===== config.mk =====
export PLATFORM = sky130hd
export DESIGN_NAME = asf_framer
export DESIGN_NICKNAME = d
export VERILOG_FILES = /design/src/shared/asf_pkg.sv /design/src/hdl/asf_framer.sv /design/src/hdl/asf_word_mem.sv
export SDC_FILE = /design/constraint.sdc
export NUM_CORES = 1
export LEC_CHECK = 0
export ABC_AREA = 1
export BUFFER_PORTS_ARGS = -buffer_cell sky130_fd_sc_hd__buf_2
export CORE_UTILIZATION = 40
export CTS_CLUSTER_DIAMETER = 50
export CTS_CLUSTER_SIZE = 40
export DETAILED_ROUTE_END_ITERATION = 8
export PLACE_DENSITY_LB_ADDON = 0.25
export REMOVE_ABC_BUFFERS = 1
export SLEW_MARGIN = 20
export SYNTH_ARGS = -nofsm -noshare
export SYNTH_HDL_FRONTEND = slang
export SYNTH_HIERARCHICAL = 1
export SYNTH_SLANG_ARGS = --single-unit

===== constraint.sdc =====
create_clock -name CLK_I -period 3.6 [get_ports CLK_I]
set_clock_uncertainty 0.1 [all_clocks]
set_input_delay 0.36 -clock CLK_I [delete_from_list [all_inputs] [get_ports CLK_I]]
set_output_delay 0.36 -clock CLK_I [all_outputs]
set_load 0.005 [all_outputs]

===== src/shared/asf_pkg.sv =====
// package of constants shared by the audio serializer input framer
package asf_pkg;

  // ==========================================================================
  // register map (byte addresses on apb)
  localparam logic [7:0]  OFS_CLK_SEL      = 8'h14;  // internal_clock_select
  localparam logic [7:0]  OFS_FMT_CTRL     = 8'h20;  // alignment select
  localparam logic [7:0]  OFS_STATUS       = 8'h24;  // clock source status
  localparam logic [7:0]  OFS_IDLE_LIMIT   = 8'h28;  // idle detect threshold
  localparam logic [7:0]  OFS_CC_TX        = 8'h2C;  // control channel outbound byte
  localparam logic [7:0]  OFS_CC_RX        = 8'h30;  // control channel inbound byte

  // ==========================================================================
  // field positions and reset values
  localparam int          OSC_SEL_LSB      = 1;      // clock source field [2:1]
  localparam int          OSC_SEL_MSB      = 2;
  localparam logic [7:0]  CLK_SEL_RST      = 8'h00;  // reset of select register
  localparam logic [7:0]  IDLE_LIMIT_RST   = 8'h10;  // osc cycles w/o ref edge
  localparam int          FRAME_BITS       = 28;     // forward frame length
  localparam int          N_DATA           = 8;      // audio data lines
  localparam int          N_GPI            = 4;      // general inputs
  localparam int          WORD_BITS        = 32;     // capture word length
  localparam int          HIST_DEPTH       = 16;     // captured words kept

  // ==========================================================================
  // oscillator divider reload per select code (base osc 50 MHz equivalent)
  localparam logic [1:0]  OSC_DIV_25       = 2'h1;   // 00 and 10: ~25 MHz
  localparam logic [1:0]  OSC_DIV_50       = 2'h0;   // 01: ~50 MHz
  localparam logic [1:0]  OSC_DIV_12       = 2'h3;   // 11: ~12.5 MHz

  // alignment of the msb relative to word select
  typedef enum logic {ALIGN_I2S, ALIGN_LJ} asf_align_t;

endpackage : asf_pkg


===== src/hdl/asf_framer.sv =====
// audio serializer input framer: capture, frame build, scramble, serialize
// Behaviour
// [RULE1] all inputs captured only by reference clock; code samples all pins on CLK_I, reference edges only time frames
// [RULE2] eight data, four gpi, control channel carried
// [RULE3] reference clock 10 to 50 MHz
// [RULE4] idle reference switches framing to oscillator
// [RULE5] two-bit select sets oscillator frequency
// [RULE6] twenty-eight serial bits per frame cycle
// [RULE7] frame holds audio, sync, control, parity
// [RULE8] payload scrambled and dc balanced
// [RULE9] full duplex control path shares link
// [RULE10] source generates bit and word clocks
// [RULE11] bit clock fast enough for samples
// [RULE12] word select low left, high right
// [RULE13] i2s word select leads msb one bit
// [RULE14] samples two's complement, msb first
// [RULE15] truncate long words, zero fill short
// [RULE16] latch data on rising bit clock
// [RULE17] left-justified msb aligns with word select
// [RULE18] right-justified lsb precedes word select edge
// [RULE19] tdm channels per line power of two
// [RULE20] configurable alignment i2s or left-justified
// [RULE21] idle detect counts oscillator cycles
//
// Local design decision: the APB interface to the registers.
module asf_framer (
  input  wire logic        CLK_I,          // 25 MHz system / oscillator clock
  input  wire logic        SYS_RST_I,      // synchronous reset, active high
  input  wire logic        REF_CLK_I,      // audio system reference clock pin
  input  wire logic        SER_BIT_CLK_I,  // serial_bit_clock pin
  input  wire logic        WORD_SEL_CLK_I, // word_select_clock pin
  input  wire logic [7:0]  AUDIO_DATA_I,   // audio data lines
  input  wire logic [3:0]  GEN_IN_PINS_I,  // general_input_pins
  input  wire logic        CC_RX_I,        // control channel back bit in
  input  wire logic        PSEL_I,         // apb select
  input  wire logic        PENABLE_I,      // apb enable
  input  wire logic        PWRITE_I,       // apb direction
  input  wire logic [7:0]  PADDR_I,        // apb byte address
  input  wire logic [31:0] PWDATA_I,       // apb write data
  output logic      [31:0] PRDATA_O,       // apb read data
  output logic             PREADY_O,       // apb ready
  output logic             PSLVERR_O,      // apb error
  output logic             SER_OUT_O,      // forward serial bit
  output logic             FRAME_START_O,  // pulse on first frame bit
  output logic             ON_OSC_O        // framing runs on oscillator
);
  // ==========================================================================
  // input synchronisers (two flops, first read only by second)
  logic [13:0] sync1_reg;   // first stage
  logic [13:0] sync2_reg;   // second stage
  logic [13:0] pin_bus;     // gathered pins
  assign pin_bus = {CC_RX_I, GEN_IN_PINS_I, AUDIO_DATA_I, WORD_SEL_CLK_I};

  // synchronise audio pins and control bit
  always_ff @(posedge CLK_I)
  begin
    if (SYS_RST_I)
    begin
      sync1_reg <= 14'h0000;
      sync2_reg <= 14'h0000;
    end
    else
    begin
      sync1_reg <= pin_bus;
      sync2_reg <= sync1_reg;
    end
  end

  // clocks sampled separately
  logic [2:0] bck_reg;   // bit clock sync + history
  logic [2:0] ref_reg;   // reference clock sync + history

  // bit clock and reference clock sampling
  always_ff @(posedge CLK_I)
  begin
    if (SYS_RST_I)
    begin
      bck_reg <= 3'h0;
      ref_reg <= 3'h0;
    end
    else
    begin
      bck_reg <= {bck_reg[1:0], SER_BIT_CLK_I};
      ref_reg <= {ref_reg[1:0], REF_CLK_I};  // see [RULE3]
    end
  end

  logic       ws_s;        // synced word select
  logic [7:0] data_s;      // synced data lines
  logic [3:0] gpi_s;       // synced general inputs
  logic       cc_rx_s;     // synced control bit
  logic       bck_rise;    // bit clock rising edge
  logic       ref_rise;    // reference clock rising edge
  assign ws_s     = sync2_reg[0];
  assign data_s   = sync2_reg[8:1];
  assign gpi_s    = sync2_reg[12:9];
  assign cc_rx_s  = sync2_reg[13];
  assign bck_rise = bck_reg[1] & ~bck_reg[2];  // see [RULE16]
  assign ref_rise = ref_reg[1] & ~ref_reg[2];  // see [RULE1]

  // ==========================================================================
  // registers
  logic [7:0]  clk_sel_reg;     // internal_clock_select
  logic        align_reg;       // alignment select
  logic [7:0]  idle_limit_reg;  // idle threshold
  logic [7:0]  cc_tx_reg;       // outbound control byte
  logic [7:0]  cc_rx_reg;       // inbound control byte
  logic [3:0]  hist_rd_reg;     // history read pointer

  // ==========================================================================
  // reference idle detection and clock selection
  logic [7:0] idle_cnt_reg;   // oscillator cycles since a reference edge
  logic       on_osc_reg;     // fallback active

  // count cycles without reference edge
  always_ff @(posedge CLK_I)
  begin
    if (SYS_RST_I)
    begin
      idle_cnt_reg <= 8'h00;
      on_osc_reg   <= 1'b1;
    end
    else if (ref_rise)
    begin
      idle_cnt_reg <= 8'h00;
      on_osc_reg   <= 1'b0;                           // see [RULE21]
    end
    else if (idle_cnt_reg >= idle_limit_reg)
    begin
      on_osc_reg <= 1'b1;                             // see [RULE4] [RULE21]
    end
    else
    begin
      idle_cnt_reg <= idle_cnt_reg + 8'h01;
    end
  end

  // oscillator divider reload from select field
  logic [1:0] osc_sel;
  logic [1:0] osc_div;
  assign osc_sel = clk_sel_reg[asf_pkg::OSC_SEL_MSB:asf_pkg::OSC_SEL_LSB];
  always_comb
  begin
    case (osc_sel)                                    // see [RULE5]
      2'h1:    osc_div = asf_pkg::OSC_DIV_50;
      2'h3:    osc_div = asf_pkg::OSC_DIV_12;
      default: osc_div = asf_pkg::OSC_DIV_25;
    endcase
  end

  // oscillator tick generator
  logic [1:0] osc_cnt_reg;   // divider count
  logic       osc_tick;      // one frame tick from oscillator
  assign osc_tick = (osc_cnt_reg == 2'h0);
  always_ff @(posedge CLK_I)
  begin
    if (SYS_RST_I)
    begin
      osc_cnt_reg <= 2'h0;
    end
    else if (osc_tick)
    begin
      osc_cnt_reg <= osc_div;
    end
    else
    begin
      osc_cnt_reg <= osc_cnt_reg - 2'h1;
    end
  end

  // frame tick: reference edge or oscillator tick
  logic frame_tick;
  assign frame_tick = on_osc_reg ? osc_tick : ref_rise;  // see [RULE4]

  // ==========================================================================
  // audio word capture, per line shift registers
  logic       ws_prev_reg;     // word select at last bit edge
  logic [5:0] bit_idx_reg;     // bit position in current word
  logic       ws_edge;         // word select changed
  assign ws_edge = (ws_s != ws_prev_reg);

  // track word select and bit position
  always_ff @(posedge CLK_I)
  begin
    if (SYS_RST_I)
    begin
      ws_prev_reg <= 1'b0;
      bit_idx_reg <= 6'h3F;
    end
    else if (bck_rise)
    begin
      ws_prev_reg <= ws_s;
      if (ws_edge)
      begin
        // i2s: msb arrives next bit, lj: msb is this bit
        bit_idx_reg <= (align_reg == asf_pkg::ALIGN_I2S) ? 6'h00 : 6'h01; // see [RULE13] [RULE17]
      end
      else if (bit_idx_reg != 6'h3F)
      begin
        bit_idx_reg <= bit_idx_reg + 6'h01;
      end
    end
  end

  logic [31:0] shift_reg [0:7];   // words being assembled
  logic [31:0] word_reg  [0:7];   // last completed words
  logic        cap_bit;           // current edge holds a word bit
  logic [5:0]  cap_pos;           // index into word, msb is 0
  assign cap_bit = ws_edge ? (align_reg == asf_pkg::ALIGN_LJ)
                           : (bit_idx_reg < 6'h20);
  assign cap_pos = ws_edge ? 6'h00 : bit_idx_reg;

  genvar g;
  generate
    for (g = 0; g < asf_pkg::N_DATA; g = g + 1)
    begin : g_line
      // shift one line: msb first, extra bits dropped, missing bits zero
      always_ff @(posedge CLK_I)
      begin
        if (SYS_RST_I)
        begin
          shift_reg[g] <= 32'h00000000;
          word_reg[g]  <= 32'h00000000;
        end
        else if (bck_rise)
        begin
          if (ws_edge)
          begin
            word_reg[g]  <= shift_reg[g];                 // see [RULE14]
            if (align_reg == asf_pkg::ALIGN_I2S && bit_idx_reg < 6'h20)
            begin
              // i2s: the bit beside the word select edge is the old word's lsb
              word_reg[g][5'd31 - bit_idx_reg[4:0]] <= data_s[g];  // see [RULE13]
            end
            shift_reg[g] <= cap_bit ? {data_s[g], 31'h0} : 32'h00000000; // see [RULE15]
          end
          else if (cap_bit)
          begin
            shift_reg[g][5'd31 - cap_pos[4:0]] <= data_s[g]; // see [RULE14] [RULE15]
          end
        end
      end
    end
  endgenerate

  // history memory of completed line 0 words, written the cycle after a word closes
  logic [31:0] hist_rdata;   // registered memory read data
  logic [3:0]  hist_wr_reg;  // next history slot
  logic        hist_we_reg;  // completed word waiting in word_reg[0]
  always_ff @(posedge CLK_I)
  begin
    if (SYS_RST_I)
    begin
      hist_wr_reg <= 4'h0;
      hist_we_reg <= 1'b0;
    end
    else
    begin
      hist_we_reg <= bck_rise & ws_edge;
      if (hist_we_reg)
      begin
        hist_wr_reg <= hist_wr_reg + 4'h1;
      end
    end
  end

  // read address taken from the bus in setup so data is ready at the access edge
  asf_word_mem u_mem (
    .clk_i   (CLK_I),
    .we_i    (hist_we_reg),
    .waddr_i (hist_wr_reg),
    .wdata_i (word_reg[0]),
    .raddr_i ((PSEL_I & ~PENABLE_I) ? PADDR_I[5:2] : hist_rd_reg),
    .rdata_o (hist_rdata)
  );

  // ==========================================================================
  // frame assembly: 8 audio, ws, bck, 4 gpi, cc, parity, pad
  logic [26:0] payload;    // unscrambled payload without parity
  logic [2:0]  cc_idx_reg; // control bit pointer
  assign payload = {12'h000, cc_tx_reg[cc_idx_reg], gpi_s, bck_reg[1], ws_s,
                    data_s};  // see [RULE2] [RULE7] [RULE12]

  // lfsr scrambler state
  logic [14:0] lfsr_reg;
  logic [26:0] scr_mask;
  assign scr_mask = {lfsr_reg[11:0], lfsr_reg};

  logic [27:0] shreg;          // serial shift register
  logic [4:0]  bit_cnt_reg;    // bits left in frame
  logic        dc_flip_reg;    // alternate inversion for balance
  logic [26:0] scr;
  assign scr = (payload ^ scr_mask) ^ {27{dc_flip_reg}};  // see [RULE8]

  // serializer: one bit per clock; line rate scales with frame tick in silicon
  always_ff @(posedge CLK_I)
  begin
    if (SYS_RST_I)
    begin
      shreg         <= 28'h0000000;
      bit_cnt_reg   <= 5'h00;
      lfsr_reg      <= 15'h7FFF;
      dc_flip_reg   <= 1'b0;
      cc_idx_reg    <= 3'h0;
      SER_OUT_O     <= 1'b0;
      FRAME_START_O <= 1'b0;
    end
    else
    begin
      FRAME_START_O <= 1'b0;
      if (frame_tick && bit_cnt_reg == 5'h00)
      begin
        // load frame: scrambled payload plus parity bit
        shreg         <= {^scr, scr};                       // see [RULE6] [RULE7]
        bit_cnt_reg   <= 5'd27;
        lfsr_reg      <= {lfsr_reg[13:0], lfsr_reg[14] ^ lfsr_reg[13]};
        dc_flip_reg   <= ~dc_flip_reg;                      // see [RULE8]
        cc_idx_reg    <= cc_idx_reg + 3'h1;                 // see [RULE9]
        SER_OUT_O     <= ^scr;
        FRAME_START_O <= 1'b1;
      end
      else if (bit_cnt_reg != 5'h00)
      begin
        SER_OUT_O   <= shreg[bit_cnt_reg - 5'h01];
        bit_cnt_reg <= bit_cnt_reg - 5'h01;
      end
    end
  end

  // inbound control channel: one bit per frame, full duplex
  always_ff @(posedge CLK_I)
  begin
    if (SYS_RST_I)
    begin
      cc_rx_reg <= 8'h00;
    end
    else if (FRAME_START_O)
    begin
      cc_rx_reg <= {cc_rx_reg[6:0], cc_rx_s};  // see [RULE9]
    end
  end

  // ==========================================================================
  // apb slave: one wait state, error on unmapped
  logic acc;
  logic mapped;
  assign acc    = PSEL_I & PENABLE_I;
  always_comb
  begin
    case (PADDR_I)
      asf_pkg::OFS_CLK_SEL, asf_pkg::OFS_FMT_CTRL, asf_pkg::OFS_STATUS,
      asf_pkg::OFS_IDLE_LIMIT, asf_pkg::OFS_CC_TX, asf_pkg::OFS_CC_RX: mapped = 1'b1;
      default: mapped = (PADDR_I[7:6] == 2'h1);   // history window 0x40..0x7C
    endcase
  end

  // register writes
  always_ff @(posedge CLK_I)
  begin
    if (SYS_RST_I)
    begin
      clk_sel_reg    <= asf_pkg::CLK_SEL_RST;
      align_reg      <= asf_pkg::ALIGN_I2S;
      idle_limit_reg <= asf_pkg::IDLE_LIMIT_RST;
      cc_tx_reg      <= 8'h00;
    end
    else if (PSEL_I && !PENABLE_I && PWRITE_I)
    begin
      // setup phase: nothing stored yet
    end
    else if (acc && PWRITE_I && PREADY_O)
    begin
      case (PADDR_I)
        asf_pkg::OFS_CLK_SEL:    clk_sel_reg    <= {5'h00, PWDATA_I[2:0]};
        asf_pkg::OFS_FMT_CTRL:   align_reg      <= PWDATA_I[0];  // see [RULE20]
        asf_pkg::OFS_IDLE_LIMIT: idle_limit_reg <= PWDATA_I[7:0];
        asf_pkg::OFS_CC_TX:      cc_tx_reg      <= PWDATA_I[7:0];
        default:                 cc_tx_reg      <= cc_tx_reg;
      endcase
    end
  end

  // handshake: ready rises one cycle into access, reads allow memory latency
  always_ff @(posedge CLK_I)
  begin
    if (SYS_RST_I)
    begin
      PREADY_O    <= 1'b0;
      PSLVERR_O   <= 1'b0;
      PRDATA_O    <= 32'h00000000;
      hist_rd_reg <= 4'h0;
    end
    else if (PSEL_I && !PENABLE_I)
    begin
      hist_rd_reg <= PADDR_I[5:2];
      PREADY_O    <= 1'b0;
      PSLVERR_O   <= 1'b0;
    end
    else if (acc && !PREADY_O)
    begin
      PREADY_O  <= 1'b1;
      PSLVERR_O <= ~mapped;
      case (PADDR_I)
        asf_pkg::OFS_CLK_SEL:    PRDATA_O <= {24'h000000, clk_sel_reg};
        asf_pkg::OFS_FMT_CTRL:   PRDATA_O <= {31'h00000000, align_reg};
        asf_pkg::OFS_STATUS:     PRDATA_O <= {23'h000000, on_osc_reg, idle_cnt_reg};
        asf_pkg::OFS_IDLE_LIMIT: PRDATA_O <= {24'h000000, idle_limit_reg};
        asf_pkg::OFS_CC_TX:      PRDATA_O <= {24'h000000, cc_tx_reg};
        asf_pkg::OFS_CC_RX:      PRDATA_O <= {24'h000000, cc_rx_reg};
        default:                 PRDATA_O <= mapped ? hist_rdata : 32'h00000000;
      endcase
    end
    else
    begin
      PREADY_O  <= 1'b0;
      PSLVERR_O <= 1'b0;
    end
  end

  // fallback indicator
  always_ff @(posedge CLK_I)
  begin
    if (SYS_RST_I)
    begin
      ON_OSC_O <= 1'b1;
    end
    else
    begin
      ON_OSC_O <= on_osc_reg;
    end
  end
endmodule : asf_framer


===== src/hdl/asf_word_mem.sv =====
// small memory holding captured audio words, registered read data
module asf_word_mem (
  input  wire logic        clk_i,     // system clock
  input  wire logic        we_i,      // write strobe
  input  wire logic [3:0]  waddr_i,   // write address
  input  wire logic [31:0] wdata_i,   // write data
  input  wire logic [3:0]  raddr_i,   // read address
  output logic      [31:0] rdata_o    // registered read data
);
  // ==========================================================================
  // storage
  logic [31:0] mem_reg [0:asf_pkg::HIST_DEPTH-1];  // word array

  // write port
  always_ff @(posedge clk_i)
  begin
    if (we_i)
    begin
      mem_reg[waddr_i] <= wdata_i;
    end
  end

  // registered read port
  always_ff @(posedge clk_i)
  begin
    rdata_o <= mem_reg[raddr_i];
  end
endmodule : asf_word_mem


* Yosys cells after proc, flatten, opt, wreduce, memory -nomap -nowiden
Memory sizes are Yosys's and may differ from the RTL's. A register that Yosys moved wholly into a read port is not among the register bits.
Index checks and enable logic that the tools add are counted.
** Storage, ports and cells
- Input port bits :: 61
- Register bits :: 178
- Bits in writable memories :: 1024
- Memories kept :: 3
- Output and inout bits :: 37
- Word-level logic and storage cells :: 1215
** Cells by class
- Equality and inequality tests :: 11
- Add/subtract/negate cells :: 8
- Reduce and logical (&&, ||, !) cells :: 29
- Bitwise gates (word level) :: 545
- Multiplexer cells :: 582
- Magnitude comparators :: 8
** Memory list
- u_mem.mem_reg :: depth 16, bits a word 32, read ports 1, clocked after Yosys merged registers in 1, write ports 1, line asf_word_mem.sv:12 : logic [31:0] mem_reg [0:asf_pkg::HIST_DEPTH-1];
- shift_reg :: depth 8, bits a word 32, read ports 8, clocked after Yosys merged registers in 0, write ports 8, line asf_framer.sv:205 : logic [31:0] shift_reg [0:7];
- word_reg :: depth 8, bits a word 32, read ports 1, clocked after Yosys merged registers in 0, write ports 8, line asf_framer.sv:206 : logic [31:0] word_reg [0:7];
** Operators by type and width (count)
- two-way mux 32 bit :: 27
- two-way mux 1 bit :: 542
- OR 1 bit :: 528
- one-hot mux 32 bit (6 select lines) :: 1
- equality test 8 x 6 -> 1 bit, second input constant :: 5
- XOR reduction 27 bit :: 1
- bitwise XOR 15 x 27 -> 27 bit :: 1
- bitwise XOR 27 bit :: 1
- < comparator 5 x 6 -> 1 bit, second input constant :: 3
- two-way mux 5 bit :: 3
- two-way mux 6 bit :: 2
- AND reduction 3 bit :: 4
- demux 1 bit (select 5 bit) :: 2
- >= comparator 5 x 1 -> 1 bit, second input constant :: 2
- subtractor 5 bit, first input constant :: 2
- logical AND 1 bit :: 9
- NOT 1 bit :: 9
- adder 8 x 1 -> 8 bit, second input constant :: 1
- equality test 8 x 5 -> 1 bit, second input constant :: 1
- >= comparator 8 bit :: 1
- adder 6 x 1 -> 6 bit, second input constant :: 1
- < comparator 6 bit, second input constant :: 1
- inequality test 6 bit, second input constant :: 1
- nonzero test 2 bit :: 3
- other kinds (23) :: 32

* Depth between registers and ports, before layout
- Depth after elaboration :: 9
- Depth in mapped cells :: 18
- Depth with buffers taken out :: 17

* Hierarchy
The synthesis kept the hierarchy.
** Modules (own cells, without submodules)
- asf_word_mem :: area an instance 22730.6 um^2, sequential area each 16015.4 um^2, times used 1, cells each 2120
- asf_framer :: area an instance 11685.0 um^2, sequential area each 5485.3 um^2, times used 1, cells each 1588

* Worst setup path after synthesis
No wires, ideal clock.
- Path type :: register to register
- Start :: register hist_we_reg
- End :: memory u_mem.mem_reg[12][0], enable pin
- Stages on the path, launching flop included :: 3
- Clock period less this slack :: 2491 ps
- Slack :: 1109 ps
- Required time :: 3079 ps
- Library setup time :: 421 ps
- Buffers on the path :: 0
- Arrival :: 1970 ps
- Path through :: dfxtp_1 nand3_1 nor2_1
** On the way
- Cells in the longest elaborated chain, start to end :: 2
** RTL lines
- start, declared :: line asf_framer.sv:249 : logic hist_we_reg;
- start signal, assigned :: line asf_framer.sv:259 : hist_we_reg <= bck_rise & ws_edge;
- two-way mux 1 bit :: line asf_word_mem.sv:17 : if (we_i)
- two-way mux 1 bit (implied by the code) :: line asf_word_mem.sv:19 : mem_reg[waddr_i] <= wdata_i;
- end, declared :: line asf_word_mem.sv:12
Every way passes these cells.

* Worst setup path in the final report
- Start :: register bit_cnt_reg[0]
- End :: register shreg[27]
** On the way
- Cells in the longest elaborated chain, start to end :: 2
** RTL lines
- start, declared :: line asf_framer.sv:290 : logic [4:0] bit_cnt_reg;
- start signal, assigned :: line asf_framer.sv:325 : bit_cnt_reg <= bit_cnt_reg - 5'h01;
- zero test 5 bit :: line asf_framer.sv:311 : if (frame_tick && bit_cnt_reg == 5'h00)
- logical AND 1 bit :: line asf_framer.sv:311
- end signal, assigned :: line asf_framer.sv:314 : shreg <= {^scr, scr};
- end, declared :: line asf_framer.sv:289 : logic [27:0] shreg;
Every way passes these cells.
A chain may end at the register's enable or synchronous reset.

==> results by group <==
Timing
  • Final Cycle Share: 0.7492
  • Final Setup Violations: 0
  • Peak Freq: 370.8 MHz
  • Slack of the critical path: around 900 ps
  • Worst Tran Pin Value: 919.4 ps
  • Tmin final: roughly 2700 ps
  • Max-Slew Margin vs Limit: 0.3870
  • Final Hold Fails: 0
  • Max Transition Viols Final: 0
  • Unrepaired setup endpoints after global routing: no

Clock tree
  • CTS sink count: roughly 800
  • Clock transition at the registers of the reported paths: approximately 60 ps
  • CTS tree: yes
  • Clk_lat worst skew: approximately 640 ps
  • Post-CTS sizing: 0
  • Root Buffer: clkbuf_16
  • H-Tree Depth: 3
  • Bufs on Longest Clock Path: 3
  • CTS Buf Count: 77

Synth
  • Top post-synthesis cells by area: edfxtp_1, dfxtp_1, nand2_1
  • Ys async rst share: 0
  • Top cell type's share of synthesized area: 0.5026
  • Synth Flop Type: edfxtp_1
  • Post-synthesis sequential element count: ~790
  • Synth Warn #: 6
  • Seq/Total Area, Yosys: 0.6247
  • Mapped Area: around 34000 um^2
  • Syn Area/Cell: approximately 9.3 um^2
  • Synthesized instance count: approximately 3700
  • Dominant cell type by area after synthesis: edfxtp_1
  • Post-synth cell types: 49
  • EDFF count, synth: 576

Status
  • Outcome: finished, final reports clean

Detailed routing
  • Drt first pass iters: 7
  • Routed vias: between 20000 and 25000
  • Vias/cell: between 4 and 5
  • Routed length per instance: 17.18 um
  • Iter 0 DRT Violations: between 1500 and 2000
  • Drt drc: 0
  • Antenna Nets Post-Route: 0
  • Total wire length: approximately 85000 um

Job
  • Max Cap Violations: 0

Layout
  • Fin area: between 30000 and 40000 um^2
  • Largest register FFs: 512
  • Fin cells: between 4000 and 5000
  • Ant diodes: 0
  • Layout area overhead: 13.48%
  • Nets@finish: approximately 3800
  • Share of layout cells above drive strength 1: 0.08497

Global route
  • Pin count of the biggest net entering global routing: approximately 170
  • First-pass GRT wire length: around 130000 um
  • Number of global-route vias before repair: between 20000 and 25000
  • Initial antenna violation count: 0
  • Total track usage: 0.1960
  • Global route overflow: 0

Critical path
  • CP Launch Type: flip-flop
  • R2R cell count: 10
  • CP Capture Type: flip-flop
  • Critical path arrival: between 3000 and 4000 ps
  • RR Startpoint: bit_cnt_reg[0]$_SDFFE_PP0P_
  • Worst reg2reg endpoint: shreg[27]$_SDFFE_PP0P_
  • Worst EP required: just over 4000 ps
  • Critical path class: reg -> reg
  • Critical Path Source: bit_cnt_reg[0]$_SDFFE_PP0P_
  • R2r setup slk: approximately 900 ps
  • Crit path max fanout: 29
  • Worst Setup EP: shreg[27]$_SDFFE_PP0P_

Pwr
  • Total power draw: 0.02241 W
  • Power Density: between 500 and 600 nW/um^2
  • Static Leak: 16.64 nW
  • Peak supply drop: about 0.00033 V

Floorplanning
  • I/O Pins: 98
  • Die span in y: around 300 um
  • # rows: around 110
  • Core Footprint: between 80000 and 90000 um^2
  • Die width: 295.3 um
  • Die area: ~87000 um^2
  • Initial Utilization: 0.4042

Placement
  • Placed cell count: 4800
  • Port Buf Inserts: 73
  • Cell Area, Placed: 36040 um^2
  • GPL Wtd Cong: 0.8526
  • Pre-CTS setup slack: about 800 ps
  • Post-DP HPWL: about 47000 um

Hold path
  • Worst Hold Class: in -> reg
final cells by class:
type                            instances  area (um^2)
Multi-Input combinational cell       2123         9698
Fill cell                            8145        46090
Sequential cell                       786        21500
Clock inverter                         62        773.2
Clock buffer                           82         1987
Inverter                              619         2346
Timing Repair Buffer                  153         1319
Tap cell                             1144         1431
metal layers:
metal	track usage	wire length (um)	part of all wire	vias to the layer above
met5	0	0	0	-
met4	0.05143	1718	0.020	0
met3	0.02548	4237	0.050	108
met2	0.3332	41420	0.49	533
met1	0.2636	37990	0.45	11558
li1	-	-	-	12158
layout by cell type (no fill, tap or decap), drive strengths merged:
master       count
a22o             2
nor2           136
a31oi            6
o31a             1
nand4            9
nor3            36
a221oi           3
o211ai          23
nand3          530
edfxtp         576
ha              16
mux2i            1
o21a             1
clkinvlp         7
a211oi           2
o21bai           2
nand3b           2
o31ai            6
and3             1
a21oi          104
nor4             3
clkbuf          82
clkinv          19
inv            649
dlygate4sd3     25
xor2             6
buf            128
o21ai          139
bufinv           6
xnor2            7
o22ai           11
or2              5
o2111ai          2
nand2         1068
nor3b            1
dfxtp          210
metrics by stage:
stage,hold slack [ps],util,TNS (ps)
after global placement,291.6,0.4233,0
final,66.01,0.4587,0
after global routing,61.63,0.4587,0
after detailed placement,294.4,0.4233,0
after CTS,29.32,0.4587,0
after floorplan,288.3,-,-124650
worst min-delay path by stage:
stage / depth (start not counted) / slack [ps] / start / endpoint
2_1_floorplan: 2 / 290 / bck_reg[0]$_SDFF_PP0_ / bck_reg[1]$_SDFF_PP0_
3_3_place_gp: 2 / 290 / sync1_reg[0]$_SDFF_PP0_ / sync2_reg[0]$_SDFF_PP0_
3_5_place_dp: 2 / 290 / sync1_reg[4]$_SDFF_PP0_ / sync2_reg[4]$_SDFF_PP0_
4_1_cts: 3 / 30 / PADDR_I[4] / hist_rd_reg[2]$_SDFFE_PP0P_
5_1_grt: 3 / 60 / PADDR_I[4] / hist_rd_reg[2]$_SDFFE_PP0P_
6_report: 3 / 70 / PADDR_I[4] / hist_rd_reg[2]$_SDFFE_PP0P_
report_power, final:
group,switching [W],total (W),internal (W)
combinational,0.00227,0.00341,0.00114
sequential,0.000312,0.0103,0.0100
clock,0.00396,0.00866,0.00470
logic make-up after synthesis:
logic type,after synthesis,share of synthesized area
muxes,1,0.0002909
AOI/OAI and AO/OA,302,0.04806
buffers and inverters,799,0.09747
xor gates and xnor gates,13,0.003308
and+or+nand+nor,1791,0.2203
DFF,786,0.6247
adders and majority gates,16,0.005817
Yosys cell counts (3+ instances only):
cell type,count
a21oi_1,104
a221oi_1,3
a31oi_1,5
buf_1,17
buf_2,46
buf_4,9
buf_6,32
clkbuf_1,73
dfxtp_1,210
edfxtp_1,576
ha_1,16
inv_1,607
inv_2,9
nand2_1,1067
nand3_1,530
nand4_1,9
nor2_1,128
nor2_2,5
nor3_1,33
nor3_4,3
o211ai_1,23
o21ai_0,111
o21ai_1,28
o22ai_1,11
o31ai_1,6
or2_2,3
xnor2_1,7
xor2_1,6
critical path, cell delays in order, from the launching register on:
cell and delay [ps]:
dfxtp_1 290, buf_4 190, inv_1 310, ha_1 260, nand3_1 140, nor2_1 250
nand2_2 100, inv_1 290, buf_4 360, nand3_1 160, a21oi_1 150
what timing repair did:
item	in CTS	in global routing
endpoints found under the hold margin	37	0
setup buffers	0	0
hold buffers	25	0
Note: power is estimated with default switching activity, not from simulation.
